`src/hdl/gptu_pkg.sv`:
```
package gptu_pkg;

  // ----------------------------------------------------------------
  // Sizes
  // ----------------------------------------------------------------
  localparam int unsigned TMR_N  = 5;
  localparam int unsigned TMR_W  = 16;
  localparam int unsigned ADDR_W = 4;
  localparam int unsigned DIV_W  = 10;

  // Timer slots: module a core, a low aux, a high aux, b core, b aux
  localparam int unsigned T_CORE_A = 0;
  localparam int unsigned T_AUX_AL = 1;
  localparam int unsigned T_AUX_AH = 2;
  localparam int unsigned T_CORE_B = 3;
  localparam int unsigned T_AUX_B  = 4;

  // ----------------------------------------------------------------
  // Register map (word index on the plain port)
  // ----------------------------------------------------------------
  localparam logic [3:0] REG_CTL0   = 4'h0;
  localparam logic [3:0] REG_CNT0   = 4'h5;
  localparam logic [3:0] REG_CAPTURE_RELOAD_REG = 4'hA;
  localparam logic [3:0] REG_STAT   = 4'hB;

  localparam logic [15:0] CTL_RST   = 16'h0000;
  localparam logic [15:0] CNT_RST   = 16'h0000;

  // Status layout: bits 4..0 timer wrap flags
  localparam int unsigned STAT_CAP  = 5;
  localparam int unsigned STAT_OTLA = 8;
  localparam int unsigned STAT_OTLB = 9;

  // Prescaler exponents: module a 8..1024, module b 4..512
  localparam logic [3:0] PRE_BASE_A = 4'h3;
  localparam logic [3:0] PRE_BASE_B = 4'h2;

  typedef enum logic [1:0] {
    MODE_TIMER, MODE_GATED, MODE_COUNTER, MODE_INCR
  } gptu_mode_e;

  typedef enum logic [1:0] {
    AUX_NORMAL, AUX_CAPTURE, AUX_RELOAD, AUX_SPARE
  } gptu_aux_e;

  // One control word per timer
  typedef struct packed {
    logic       spare;   // 15
    logic       chain;   // 14 count toggle latch changes
    logic       opt;     // 13 pin enable / reload / clear
    logic [1:0] trig;    // 12:11 trigger select
    gptu_aux_e  aux;     // 10:9
    logic       pol;     // 8 edge or gate polarity
    logic       ext_dir; // 7
    logic       down;    // 6
    logic       run;     // 5
    gptu_mode_e mode;    // 4:3
    logic [2:0] sel;     // 2:0 prescaler select
  } gptu_ctl_s;

endpackage

```
`src/hdl/gptu_top.sv`:
```
// Our own choices: the address map and the plain strobed port.
`timescale 1ns/1ps
// Overview of operation
// - Five 16-bit timers: three in module a, two plus capture register in b.
// - Each module a timer selects timer, gated, counter or incremental mode.
// - Timer mode counts the clock divided by 8 to 1024 (module b 4 to 512), select doubles it.
// - Counter mode advances on edges of the timer's own input pin.
// - Gated mode counts prescaled ticks only while the pin shows gate level.
// - Software picks up or down; a direction pin may flip it.
// - Incremental mode decodes quadrature A and B into count and direction.
// - Core a toggle latch inverts on each wrap and can drive a pin.
// - Core a toggle latch may clock either module a auxiliary timer.
// - An auxiliary timer used for capture or reload does not count.
// - Capture: aux pin edge copies core a value into the auxiliary timer.
// - Reload: core a loads from aux on pin edge or chosen latch edge.
// - Auxiliaries reloading on opposite latch edges give a free waveform.
// - Auxiliary timers chain with the core timer of their own module.
// - Module b timers count prescaled clock or external signals.
// - Core b toggle latch changes on every wrap, supporting chaining.
// - Core b latch clocks aux b or drives an output pin.
// - Core b wraps clock capture/compare timers and reload from capture.
// - Capture pin edge copies aux b into capture register, optional clear.
// - Capture may instead trigger on core a input or direction pin edges.

module gptu_top #(
  parameter int unsigned TW = gptu_pkg::TMR_W
) (
  input  wire logic                        i_clk_sys,
  input  wire logic                        i_rst_b,
  input  wire logic [gptu_pkg::ADDR_W-1:0] i_addr,
  input  wire logic [TW-1:0]               i_wdata,
  input  wire logic                        i_wr,
  input  wire logic                        i_rd,
  input  wire logic [gptu_pkg::TMR_N-1:0]  i_timer_count_gate_pin,
  input  wire logic [gptu_pkg::TMR_N-1:0]  i_timer_direction_pin,
  input  wire logic                        i_capture_input_pin,
  output logic      [TW-1:0]               o_rdata,
  output logic                             o_core_a_toggle_pin,
  output logic                             o_core_b_toggle_pin,
  output logic                             o_capcom_tick
);

  localparam int unsigned N = gptu_pkg::TMR_N;
  localparam int unsigned CA = gptu_pkg::T_CORE_A;
  localparam int unsigned CB = gptu_pkg::T_CORE_B;
  localparam int unsigned XB = gptu_pkg::T_AUX_B;

  gptu_pkg::gptu_ctl_s          ctl [N];
  logic [TW-1:0]                cnt [N];
  logic [TW-1:0]                ldv [N];
  logic [N-1:0]                 tick;
  logic [N-1:0]                 dn;
  logic [N-1:0]                 ld;
  logic [N-1:0]                 wrap;
  logic [N-1:0]                 pe;
  logic [N-1:0]                 sw_cnt;
  logic [N-1:0]                 cap_a;
  logic [N-1:0]                 rl_a;
  logic [N-1:0]                 pin_q;
  logic [N-1:0]                 dir_q;
  logic                         cap_q;
  logic [gptu_pkg::DIV_W-1:0]   div;
  logic                         otl_a;
  logic                         otl_b;
  logic [TW-1:0]                capreg;
  logic [5:0]                   flags;
  logic                         cap_b;
  logic                         any_a;
  logic                         any_d;

  // ----------------------------------------------------------------
  // Functions
  // ----------------------------------------------------------------

  // Prescaler tap: low bits of the free divider all ones
  function automatic logic presc_hit(
    input logic [gptu_pkg::DIV_W-1:0] d,
    input logic [2:0]                 sel,
    input logic [3:0]                 base
  );
    logic [3:0]                 n;
    logic [gptu_pkg::DIV_W-1:0] m;
    n = {1'b0, sel} + base;
    m = gptu_pkg::DIV_W'((11'h001 << n) - 11'h001);
    return (d & m) == m;
  endfunction

  // Write strobe to one register index
  function automatic logic wr_hit(
    input logic                        wr,
    input logic [gptu_pkg::ADDR_W-1:0] a,
    input logic [gptu_pkg::ADDR_W-1:0] idx
  );
    return wr && (a == idx);
  endfunction

  // ----------------------------------------------------------------
  // Prescaler and pin history
  // ----------------------------------------------------------------

  // One free divider serves every tap, so all timers stay phase aligned
  always_ff @(posedge i_clk_sys or negedge i_rst_b)
  begin
    if (!i_rst_b)
      div <= '0;
    else
      div <= gptu_pkg::DIV_W'(div + 1'b1);
  end

  // Previous pin levels for edge detection
  always_ff @(posedge i_clk_sys or negedge i_rst_b)
  begin
    if (!i_rst_b)
    begin
      pin_q <= '0;
      dir_q <= '0;
      cap_q <= 1'b0;
    end
    else
    begin
      pin_q <= i_timer_count_gate_pin;
      dir_q <= i_timer_direction_pin;
      cap_q <= i_capture_input_pin;
    end
  end

  assign any_a = i_timer_count_gate_pin[CA] ^ pin_q[CA];
  assign any_d = i_timer_direction_pin[CA] ^ dir_q[CA];

  // ----------------------------------------------------------------
  // Control registers
  // ----------------------------------------------------------------

  // Everything stopped and zero after reset
  always_ff @(posedge i_clk_sys or negedge i_rst_b)
  begin
    if (!i_rst_b)
    begin
      for (int k = 0; k < N; k++)
        ctl[k] <= gptu_pkg::CTL_RST;
    end
    else
    begin
      for (int k = 0; k < N; k++)
        if (wr_hit(i_wr, i_addr, gptu_pkg::REG_CTL0 + 4'(k)))
          ctl[k] <= i_wdata;
    end
  end

  // ----------------------------------------------------------------
  // Timer slices
  // ----------------------------------------------------------------
  genvar i;
  generate
    for (i = 0; i < N; i++)
    begin : g_tmr
      localparam bit MOD_A = (i < CB);
      localparam bit IS_AUX = (i != CA) && (i != CB);
      logic pt;
      logic pin;
      logic gate_ok;
      logic src;
      logic chain_ev;
      logic qev;
      logic qdn;
      logic halt;

      assign pin = i_timer_count_gate_pin[i];
      // Edge selected by polarity bit: 0 rising, 1 falling
      assign pe[i] = ctl[i].pol ? (pin_q[i] & ~pin)
                                : (pin & ~pin_q[i]);
      assign pt = presc_hit(div, ctl[i].sel, MOD_A
                  ? gptu_pkg::PRE_BASE_A
                  : gptu_pkg::PRE_BASE_B);
      assign gate_ok = (pin != ctl[i].pol);
      // Auxiliaries may count their core's toggle latch changes
      assign chain_ev = IS_AUX && ctl[i].chain &&
                        (MOD_A ? wrap[CA] : wrap[CB]);
      assign src = (IS_AUX && ctl[i].chain) ? chain_ev
                                            : pe[i];
      // Quadrature: any edge counts, direction from A versus old B
      assign qev = MOD_A && ((pin ^ pin_q[i]) |
                   (i_timer_direction_pin[i] ^ dir_q[i]));
      assign qdn = ~(pin ^ dir_q[i]) ^ ctl[i].down;
      assign halt = MOD_A && IS_AUX &&
                    (ctl[i].aux != gptu_pkg::AUX_NORMAL);

      // Count enable by mode
      assign tick[i] = ctl[i].run && !halt &&
        ((ctl[i].mode == gptu_pkg::MODE_TIMER)   ? pt :
         (ctl[i].mode == gptu_pkg::MODE_GATED)   ? pt && gate_ok :
         (ctl[i].mode == gptu_pkg::MODE_COUNTER) ? src :
         (MOD_A ? qev : src));

      assign dn[i] = (MOD_A && ctl[i].mode == gptu_pkg::MODE_INCR)
        ? qdn
        : ctl[i].down ^ (ctl[i].ext_dir &
                         i_timer_direction_pin[i]);

      assign sw_cnt[i] = wr_hit(i_wr, i_addr,
                                gptu_pkg::REG_CNT0 + 4'(i));

      // Capture and reload roles exist only for module a auxiliaries
      if (MOD_A && IS_AUX)
      begin : g_role
        logic hit;
        always_comb
        begin
          unique case (ctl[i].trig)
            2'h0:    hit = pe[i];
            2'h1:    hit = wrap[CA] && !otl_a; // latch rises
            2'h2:    hit = wrap[CA] && otl_a;  // latch falls
            default: hit = wrap[CA];
          endcase
        end
        assign cap_a[i] = (ctl[i].aux == gptu_pkg::AUX_CAPTURE) &&
                          pe[i];
        assign rl_a[i] = (ctl[i].aux == gptu_pkg::AUX_RELOAD) &&
                         hit;
      end
      else
      begin : g_norole
        assign cap_a[i] = 1'b0;
        assign rl_a[i] = 1'b0;
      end

      gptu_timer #(
        .TW (TW)
      ) u_tmr (
        .i_clk_sys  (i_clk_sys),
        .i_rst_b    (i_rst_b),
        .i_tick     (tick[i]),
        .i_down     (dn[i]),
        .i_load     (ld[i]),
        .i_load_val (ldv[i]),
        .o_count    (cnt[i]),
        .o_wrap     (wrap[i])
      );
    end
  endgenerate

  // ----------------------------------------------------------------
  // Capture trigger for the capture register
  // ----------------------------------------------------------------

  // 0 capture pin rise, 1 fall, 2 core a input edge, 3 either core pin
  always_comb
  begin
    unique case (ctl[XB].trig)
      2'h0:    cap_b = i_capture_input_pin & ~cap_q;
      2'h1:    cap_b = cap_q & ~i_capture_input_pin;
      2'h2:    cap_b = any_a;
      default: cap_b = any_a | any_d;
    endcase
  end

  // ----------------------------------------------------------------
  // Load selection; software writes take priority
  // ----------------------------------------------------------------
  always_comb
  begin
    ld = sw_cnt;
    for (int k = 0; k < N; k++)
      ldv[k] = i_wdata;
    if (!sw_cnt[CA])
    begin
      if (rl_a[gptu_pkg::T_AUX_AL])
      begin
        ld[CA] = 1'b1;
        ldv[CA] = cnt[gptu_pkg::T_AUX_AL];
      end
      else if (rl_a[gptu_pkg::T_AUX_AH])
      begin
        ld[CA] = 1'b1;
        ldv[CA] = cnt[gptu_pkg::T_AUX_AH];
      end
    end
    for (int k = 1; k < CB; k++)
      if (!sw_cnt[k] && cap_a[k])
      begin
        ld[k] = 1'b1;
        ldv[k] = cnt[CA];
      end
    if (!sw_cnt[CB] && ctl[CB].opt && wrap[CB])
    begin
      ld[CB] = 1'b1;
      ldv[CB] = capreg;
    end
    if (!sw_cnt[XB] && ctl[XB].opt && cap_b)
    begin
      ld[XB] = 1'b1;
      ldv[XB] = '0;
    end
  end

  // ----------------------------------------------------------------
  // Capture register, latches, flags
  // ----------------------------------------------------------------

  // Capture register; software write wins over a capture
  always_ff @(posedge i_clk_sys or negedge i_rst_b)
  begin
    if (!i_rst_b)
      capreg <= gptu_pkg::CNT_RST;
    else if (wr_hit(i_wr, i_addr, gptu_pkg::REG_CAPTURE_RELOAD_REG))
      capreg <= i_wdata;
    else if (cap_b)
      capreg <= cnt[XB];
  end

  // Toggle latches invert on every wrap
  always_ff @(posedge i_clk_sys or negedge i_rst_b)
  begin
    if (!i_rst_b)
    begin
      otl_a <= 1'b0;
      otl_b <= 1'b0;
    end
    else
    begin
      otl_a <= otl_a ^ wrap[CA];
      otl_b <= otl_b ^ wrap[CB];
    end
  end

  // Sticky flags, write one to clear; a new event beats the clear
  always_ff @(posedge i_clk_sys or negedge i_rst_b)
  begin
    if (!i_rst_b)
      flags <= '0;
    else if (wr_hit(i_wr, i_addr, gptu_pkg::REG_STAT))
      flags <= (flags & ~i_wdata[5:0]) | {cap_b, wrap};
    else
      flags <= flags | {cap_b, wrap};
  end

  // Outputs are registered, one cycle behind the latch (toggle pins) or the core b wrap (capcom tick)
  always_ff @(posedge i_clk_sys or negedge i_rst_b)
  begin
    if (!i_rst_b)
    begin
      o_core_a_toggle_pin <= 1'b0;
      o_core_b_toggle_pin <= 1'b0;
      o_capcom_tick <= 1'b0;
    end
    else
    begin
      o_core_a_toggle_pin <= ctl[CA].opt & otl_a;
      o_core_b_toggle_pin <= ctl[CB].opt & otl_b;
      o_capcom_tick <= wrap[CB];
    end
  end

  // ----------------------------------------------------------------
  // Register read port
  // ----------------------------------------------------------------

  // Data stand only in the cycle after the strobe; unmapped reads zero
  always_ff @(posedge i_clk_sys or negedge i_rst_b)
  begin
    if (!i_rst_b)
      o_rdata <= '0;
    else if (!i_rd)
      o_rdata <= '0;
    else if (i_addr < gptu_pkg::REG_CNT0)
      o_rdata <= ctl[3'(i_addr)];
    else if (i_addr < gptu_pkg::REG_CAPTURE_RELOAD_REG)
      o_rdata <= cnt[3'(i_addr - gptu_pkg::REG_CNT0)];
    else if (i_addr == gptu_pkg::REG_CAPTURE_RELOAD_REG)
      o_rdata <= capreg;
    else if (i_addr == gptu_pkg::REG_STAT)
    begin
      o_rdata <= TW'(flags);
      o_rdata[gptu_pkg::STAT_OTLA] <= otl_a;
      o_rdata[gptu_pkg::STAT_OTLB] <= otl_b;
    end
    else
      o_rdata <= '0;
  end
endmodule

```
`src/hdl/gptu_timer.sv`:
```
`timescale 1ns/1ps

module gptu_timer #(
  parameter int unsigned TW = gptu_pkg::TMR_W
) (
  input  wire logic          i_clk_sys,
  input  wire logic          i_rst_b,
  input  wire logic          i_tick,
  input  wire logic          i_down,
  input  wire logic          i_load,
  input  wire logic [TW-1:0] i_load_val,
  output logic      [TW-1:0] o_count,
  output logic               o_wrap
);

  // ----------------------------------------------------------------
  // Counter
  // ----------------------------------------------------------------

  // A load beats a count step so a reload replaces the wrapped value
  always_ff @(posedge i_clk_sys or negedge i_rst_b)
  begin
    if (!i_rst_b)
      o_count <= gptu_pkg::CNT_RST;
    else if (i_load)
      o_count <= i_load_val;
    else if (i_tick)
      o_count <= i_down ? TW'(o_count - 1'b1) : TW'(o_count + 1'b1);
  end

  // Wrap ignores the load, which would otherwise close a loop
  assign o_wrap = i_tick && (i_down ? (o_count == '0) : (&o_count));
endmodule

```
`config.mk`:
```
export PLATFORM = sky130hd
export DESIGN_NAME = gptu_top
export DESIGN_NICKNAME = d
export VERILOG_FILES = /design/src/hdl/gptu_pkg.sv /design/src/hdl/gptu_top.sv /design/src/hdl/gptu_timer.sv
export SDC_FILE = /design/constraint.sdc
export NUM_CORES = 1
export LEC_CHECK = 0
export BUFFER_PORTS_ARGS = -buffer_cell sky130_fd_sc_hd__buf_2
export CAP_MARGIN = 15
export CORE_ASPECT_RATIO = 0.7
export CORE_MARGIN = 10
export CORE_UTILIZATION = 50
export DETAILED_ROUTE_END_ITERATION = 12
export MAX_ROUTING_LAYER = met4
export PLACE_DENSITY_LB_ADDON = 0.12
export SLEW_MARGIN = 20
export SYNTH_ARGS = -nofsm -noshare
export SYNTH_HDL_FRONTEND = slang
export SYNTH_HIERARCHICAL = 1
export SYNTH_SLANG_ARGS = --single-unit
```
`constraint.sdc`:
```
create_clock -name i_clk_sys -period 11.93 [get_ports i_clk_sys]
set_clock_uncertainty 0.1 [all_clocks]
set_input_delay 0.5965 -clock i_clk_sys [delete_from_list [all_inputs] [get_ports i_clk_sys]]
set_output_delay 0.5965 -clock i_clk_sys [all_outputs]
set_load 0.01 [all_outputs]
```
======== Word level (Yosys, flattened, before mapping) ========
Index checks and enable logic that the tools add are counted.
storage, ports and cells
  flip-flop bits (word level) ............. 222
  bits of input ports ..................... 35
  output and inout bits ................... 19
  logic and storage cells ................. 365
operators by class
  add/subtract/negate cells ............... 22
  order comparisons ....................... 4
  equal/unequal tests ..................... 42
  shifts and indexed selects .............. 5
  multiplexer cells ....................... 75
  bitwise logic cells ..................... 67
  reductions and logical operators ........ 78
operator list
  kind                                                                   count
  16-bit two-way mux                                                     32
  16-bit binary-select mux with 3-bit select                             2
  16-bit by 1-bit adder with 16-bit output, second input constant        5
  16-bit zero test                                                       5
  16-bit AND reduction                                                   5
  16-bit by 1-bit subtractor with 16-bit output, second input constant   5
  10-bit bitwise AND                                                     5
  10-bit equality test                                                   5
  1-bit by 4-bit left shift with 10-bit output, first input constant     5
  10-bit by 1-bit subtractor with 10-bit output, second input constant   5
  1-bit logical AND                                                      44
  1-bit two-way mux                                                      36
  2-bit equality test, second input constant                             11
  3-bit by 2-bit adder with 4-bit output, second input constant          5
  2-bit by 1-bit equality test with 1-bit output, second input constant  10
  1-bit bitwise AND                                                      19
  1-bit XOR                                                              19
  4-bit by 3-bit equality test with 1-bit output, second input constant  4
  4-bit equality test, second input constant                             4
  2-bit zero test                                                        8
  2-bit nonzero test                                                     8
  1-bit inverter                                                         15
  6-bit bitwise OR                                                       2
  10-bit by 1-bit adder with 10-bit output, second input constant        1
  other kinds (16)                                                       33

======== Depth between registers and ports, before layout ========
  word-level depth ........................ 19
  mapped depth ............................ 20
  mapped depth without buffers ............ 19

======== Hierarchy ========
Netlist, hierarchy kept.
by module, submodules not included
  module      instances  cells an instance  area an instance (sq um)  sequential area each (sq um)
  gptu_top    1          960                9515.4                    3553.4
  gptu_timer  5          187                1574.0                    400.4

======== Worst setup path before layout ========
OpenSTA, ideal clock, no wires.
  path type ............................... input to register
  start point ............................. in i_timer_count_gate_pin[0] (netlist bit)
  end point ............................... reg g_tmr[2].u_tmr.o_count[15]
  setup time .............................. 0.069 ns
  data arrival time ....................... 4.491 ns
  data required time ...................... 11.761 ns
  slack ................................... 7.270 ns
  stages on the path ...................... 16
  buffers on the path ..................... 1
  cells stage by stage .................... xor2_1 -> nor2_1 -> a31oi_1 -> xnor2_1 -> nor4b_1 -> nand4_1 -> nor3_1 -> a31oi_1 -> nor2b_1 -> mux2_2 -> o211ai_1 -> a2111oi_1 -> clkbuf_1 -> nand2_1 -> or4_1 -> nand3_1
between the ends
  elaborated cells on any way between the ends .. 25
  classes of those cells .................. 1 x eq/ne; 10 x mux; 8 x bitwise; 6 x reduce/logical
RTL lines
  what                                 RTL line          text
  from (decl)                          gptu_top.sv:34    input wire logic [gptu_pkg::TMR_N-1:0] i_timer_count_gate_pin,
  1-bit XOR                            gptu_top.sv:184   assign qdn = ~(pin ^ dir_q[i]) ^ ctl[i].down;
  1-bit inverter                       gptu_top.sv:184
  1-bit XOR                            gptu_top.sv:184
  1-bit two-way mux                    gptu_top.sv:196   ? qdn
  via dn[0]                            gptu_top.sv:52    logic [N-1:0] dn;
  1-bit two-way mux                    gptu_timer.sv:32  assign o_wrap = i_tick && (i_down ? (o_count == '0) : (&o_count));
  1-bit logical AND                    gptu_timer.sv:32
  via wrap[0]                          gptu_top.sv:54    logic [N-1:0] wrap;
  1-bit logical AND                    gptu_top.sv:177   assign chain_ev = IS_AUX && ctl[i].chain &&
  1-bit two-way mux                    gptu_top.sv:179   assign src = (IS_AUX && ctl[i].chain) ? chain_ev
  1-bit two-way mux                    gptu_top.sv:192   (ctl[i].mode == gptu_pkg::MODE_COUNTER) ? src :
  1-bit two-way mux                    gptu_top.sv:191   (ctl[i].mode == gptu_pkg::MODE_GATED) ? pt && gate_ok :
  1-bit two-way mux                    gptu_top.sv:190   ((ctl[i].mode == gptu_pkg::MODE_TIMER) ? pt :
  1-bit logical AND                    gptu_top.sv:189   assign tick[i] = ctl[i].run && !halt &&
  via tick[2]                          gptu_top.sv:51    logic [N-1:0] tick;
  2-bit nonzero test (no source line)  --
  to (signal assigned)                 gptu_timer.sv:24  o_count <= gptu_pkg::CNT_RST;
  to (signal assigned)                 gptu_timer.sv:26  o_count <= i_load_val;
  to (signal assigned)                 gptu_timer.sv:28  o_count <= i_down ? TW'(o_count - 1'b1) : TW'(o_count + 1'b1);
  to (decl)                            gptu_timer.sv:12  output logic [TW-1:0] o_count,
The timed path passes the listed nets, and every way through them passes these cells.
A chain may end at the register's enable or synchronous reset.

======== Worst setup path in the final report ========
  start point ............................. reg ctl[67] (netlist bit)
  end point ............................... reg g_tmr[0].u_tmr.o_count[14]
between the ends
  elaborated cells on any way between the ends .. 27
  classes of those cells .................. 3 x eq/ne; 16 x mux; 8 x reduce/logical
RTL lines
  what                                                      RTL line                          text
  from (decl)                                               gptu_top.sv:48                    gptu_pkg::gptu_ctl_s ctl [N];
  from (signal, indexed assignment)                         gptu_top.sv:140                   ctl[k] <= gptu_pkg::CTL_RST;
  from (signal, indexed assignment)                         gptu_top.sv:146                   ctl[k] <= i_wdata;
  2-bit equality test (*)                                   gptu_top.sv:195                   assign dn[i] = (MOD_A && ctl[i].mode == gptu_pkg::MODE_INCR)
  1-bit two-way mux (*)                                     gptu_top.sv:196
  via dn[0]                                                 gptu_top.sv:52
  1-bit two-way mux (*)                                     gptu_timer.sv:32
  1-bit logical AND (*)                                     gptu_timer.sv:32
  via wrap[0]                                               gptu_top.sv:54
  1-bit logical AND (on tied branches)                      gptu_top.sv:212, gptu_top.sv:211
  1-bit one-hot mux with 3 select lines                     gptu_top.sv:209                   unique case (ctl[i].trig)
  1-bit logical AND                                         gptu_top.sv:218                   assign rl_a[i] = (ctl[i].aux == gptu_pkg::AUX_RELOAD) &&
  1-bit two-way mux                                         gptu_top.sv:272                   else if (rl_a[gptu_pkg::T_AUX_AH])
  1-bit two-way mux (*)                                     gptu_top.sv:267                   if (rl_a[gptu_pkg::T_AUX_AL])
  1-bit two-way mux (*)                                     gptu_top.sv:265                   if (!sw_cnt[CA])
  via ld[0]                                                 gptu_top.sv:53                    logic [N-1:0] ld;
  16-bit two-way mux or 2-bit nonzero test (tied branches)  --
  to (signal assigned)                                      gptu_timer.sv:24
  to (signal assigned)                                      gptu_timer.sv:26
  to (signal assigned)                                      gptu_timer.sv:28
  to (decl)                                                 gptu_timer.sv:12
The timed path passes the listed nets; every way through them passes the cells marked *. The select of a mux whose other input is x is not followed.

==> flow_summary.toml <==
[run_status]
status = "finished, violations left"
violations = "negative hold slack"

[power_and_ir_drop]
swShare = 0.478
clock_power_share = 0.171
powerDensity_nw_per_um2 = 250
p_comb_frac = 0.515
vdd_ir_drop_max_mv = 0.142
power_leakage_nw = 8.07
p_int_mw = 2.46
seqPwrFrac = 0.314
switchingPower_mw = 2.26

[floorplanning]
rows = 57
boundaryPins = 54
fp.dieW_um = 243
core_area_um2 = 34500
dieArea_um2 = 42700
initial_core_util = 0.504
fp.dieH_um = 176

[flow_run]
maxCapViolCount = 0

[route]
antenna_left = 0
routed_wl_um = 61700
route.vias.total = 15700
drc_errors = 0
first_pass_iters = 7
viasPerCell = 6.55
drt-wirelength-per-cell_um = 25.8
drt-initial-drc-count = 2110

[placement]
place_congestion = 0.966
dpl.hpwl_um = 44900
portBuffers = 53
dp_cells = 2343

[worst_setup_path]
crit_family = "simple AND/OR/NAND/NOR gates"
crit_path_frequent_cell = "nand2_1"
worst-setup-path-type = "register to register"
crit_required_ns = 12.26
reg2reg_depth = 21
cp_slowest_cell = "nor2b_1"
cp.arrival_ns = 5.14
rrSetupSlack_ns = 7.12
r2r-end = "g_tmr[0].u_tmr/o_count[14]"
cp_num_buf_inv = 3
crit_path_max_incr_delay_ns = 0.49
endpoint_kind = "register"
startpoint_type = "register"
reg2reg_from = "ctl[67]"
cp_cell_sequence = "nand2_1 -> nor2_1 -> a31oi_1 -> xnor2_2 -> buf_4 -> nor4b_1 -> nand4_1 -> nor3_1 -> a31oi_1 -> nor2b_1 -> ha_1 -> mux2i_1 -> a221oi_2 -> a22oi_2 -> nand2_1 -> buf_4 -> clkinv_1 -> nand2_1 -> nor3_1 -> o21ai_0 -> nand3_1"
crit_fanout = 33

[final_layout]
num-nets-final = 2035
layoutNonFillerInstCount = 2393
synthToLayoutAreaGrowth_pct = 8.70
layout-drive-gt1-share = 0.132

[sta]
hold_viol = 13
slew-limit-headroom = 0.280
fin_crit_ns = 4.81
final.period_utilization = 0.403
fmax_mhz = 208
setup_viol = 0
hold_ws_ns = -0.0570
drv_slew = 0
tns_ns = 0
grt_setup_unrepaired = "false"
tightest_slew_ns = 1.08

[synth]
ys_seq_area_frac = 0.320
synth_top_area_frac = 0.320
synth.largest_area_cell = "dfrtp_1"
synth_warnings = 6
postSynthAreaPerCell_um2 = 9.17
syn_area_um2 = 17400
async_flop_share = 1.00
ys.flop_type = "dfrtp_1"
ys_ff_latch = 222
synth.distinct_cells = 83
synthTopCellsByCount = "dfrtp_1 (222), nand2_1 (175), a21oi_1 (134)"
synthCells = 1895
synth_edf_count = 0
ys_top_cells_by_area = "dfrtp_1 (32%), ha_1 (7.0%), a21oi_1 (3.9%), nand2_1 (3.8%), mux2_2 (3.8%)"
synth.most_common_cell = "dfrtp_1"

[clock_network]
numCtsBuffers = 25
root_buffer = "clkbuf_16"
path_clk_slew_ns = 0.07
postCtsSetupRepairBufs = 0
hold_buffers = 0
cts_tree = "done"
cts.sinks = 222
clock_latency_ns = 0.57
h-tree-depth = 1
ctsResizeCount = 0
clockBufferDepth = 3

[global_route]
grt_max_degree = 94
grt_pass1_vias = 14400
antenna_found_initial = 2
grt.total_usage = 0.287
grt_pass1_wl_um = 92400
grt-ovfl-total = 0

[worst_hold_path]
min-delay-path-class = "input pin to async pin"
[registers in the layout, summed over array words and instances, names as in the netlist, 3 cells and up]
register / cells
pin_q: 5
g_tmr.u_tmr/o_count: 80
capreg: 16
o_rdata: 16
div: 10
ctl: 80
dir_q: 3
flags: 6
[per-stage QoR]
| stage | area (µm²) | util | setup WS, ns | power (mW) |
|---|---|---|---|---|
| after floorplan | 17400 | - | 7.27 | 3.06 |
| after global placement | 18000 | 0.522 | 7.00 | 3.79 |
| after detailed placement | 18000 | 0.522 | 6.84 | 3.82 |
| after CTS | 18900 | 0.547 | 7.17 | 4.63 |
| after global routing | 18900 | 0.547 | 6.75 | 4.99 |
| final | 18900 | 0.547 | 7.12 | 4.72 |
[kinds of logic after synthesis]
| kind of cell | Yosys count | synth area share |
|---|---|---|
| compound gates | 525 | 0.207 |
| xor+xnor | 81 | 0.0419 |
| mux | 185 | 0.132 |
| flops | 222 | 0.320 |
| simple gates | 591 | 0.178 |
| buf+inv | 188 | 0.0459 |
| fa+ha+maj | 102 | 0.0756 |
| other cells | 1 | 0.000216 |
[power by group through the flow]
| stage | Clock (mW) | Sequential (mW) | Combinational [mW] |
|---|---|---|---|
| 2_1_floorplan | 0 | 1.21 | 1.84 |
| 3_3_place_gp | 0 | 1.46 | 2.34 |
| 3_5_place_dp | 0 | 1.46 | 2.36 |
| 4_1_cts | 0.811 | 1.45 | 2.37 |
| 5_1_grt | 0.840 | 1.49 | 2.66 |
| 6_report | 0.805 | 1.48 | 2.43 |
[how the worst max path moves through the flow]
stage / from / end / slack (ns) / cells past startpoint
2_1_floorplan: i_timer_count_gate_pin[0] / g_tmr[2].u_tmr/o_count[15] / 7.27 / 16
3_3_place_gp: i_timer_count_gate_pin[0] / g_tmr[0].u_tmr/o_count[8] / 7.00 / 21
3_5_place_dp: i_timer_count_gate_pin[0] / g_tmr[0].u_tmr/o_count[8] / 6.84 / 21
4_1_cts: dir_q[0] / g_tmr[0].u_tmr/o_count[14] / 7.17 / 21
5_1_grt: ctl[67] / g_tmr[0].u_tmr/o_count[14] / 6.75 / 21
6_report: ctl[67] / g_tmr[0].u_tmr/o_count[14] / 7.12 / 21
[layout by cell type (no fill, tap or decap), types with 16 or more instances in the layout]
master / count
dfrtp_1: 222
nand2_1: 175
a21oi_1: 134
o21ai_0: 111
ha_1: 97
nand3_1: 89
inv_1: 83
nor2_1: 78
mux2i_1: 64
mux2_2: 58
buf_2: 52
xnor2_1: 46
nor3b_1: 43
mux2_1: 37
a21o_1: 35
o21ai_1: 34
xor2_1: 29
and2_1: 29
o221ai_1: 26
mux4_2: 26
nand4_1: 26
clkbuf_16: 25
nor3_1: 24
and3_1: 20
buf_4: 19
nor4_1: 17
o211ai_1: 16
or3_1: 16
[layout make-up]
type                            count  area [µm²]
Clock buffer                       29         661
Antenna cell                        4        10.0
Clock inverter                     17         176
Inverter                           89         334
Tap cell                          472         591
Sequential cell                   222        5560
Fill cell                        3149       15600
Timing Repair Buffer               72         418
Multi-Input combinational cell   1488       11200
[metal layers]
| layer | vias to the layer above | share of wire | track usage |
|---|---|---|---|
| li1 | 7110 | - | - |
| met1 | 7714 | 0.47 | 0.421 |
| met2 | 766 | 0.40 | 0.388 |
| met3 | 88 | 0.10 | 0.0658 |
| met4 | 0 | 0.023 | 0.0686 |
| met5 | - | 0 | - |
[worst register-to-register path, delay by kind of cell, from the launching register on]
family / cells / cell delay [ns]
buffers and inverters: 3 / 0.99
AO/OA/AOI/OAI: 5 / 0.94
XOR/XNOR: 1 / 0.14
flip-flops: 1 / 0.43
AND/OR/NAND/NOR: 10 / 1.73
multiplexers: 1 / 0.09
adder cells (fa/ha/maj): 1 / 0.27
(Power assumes the default switching activity.)
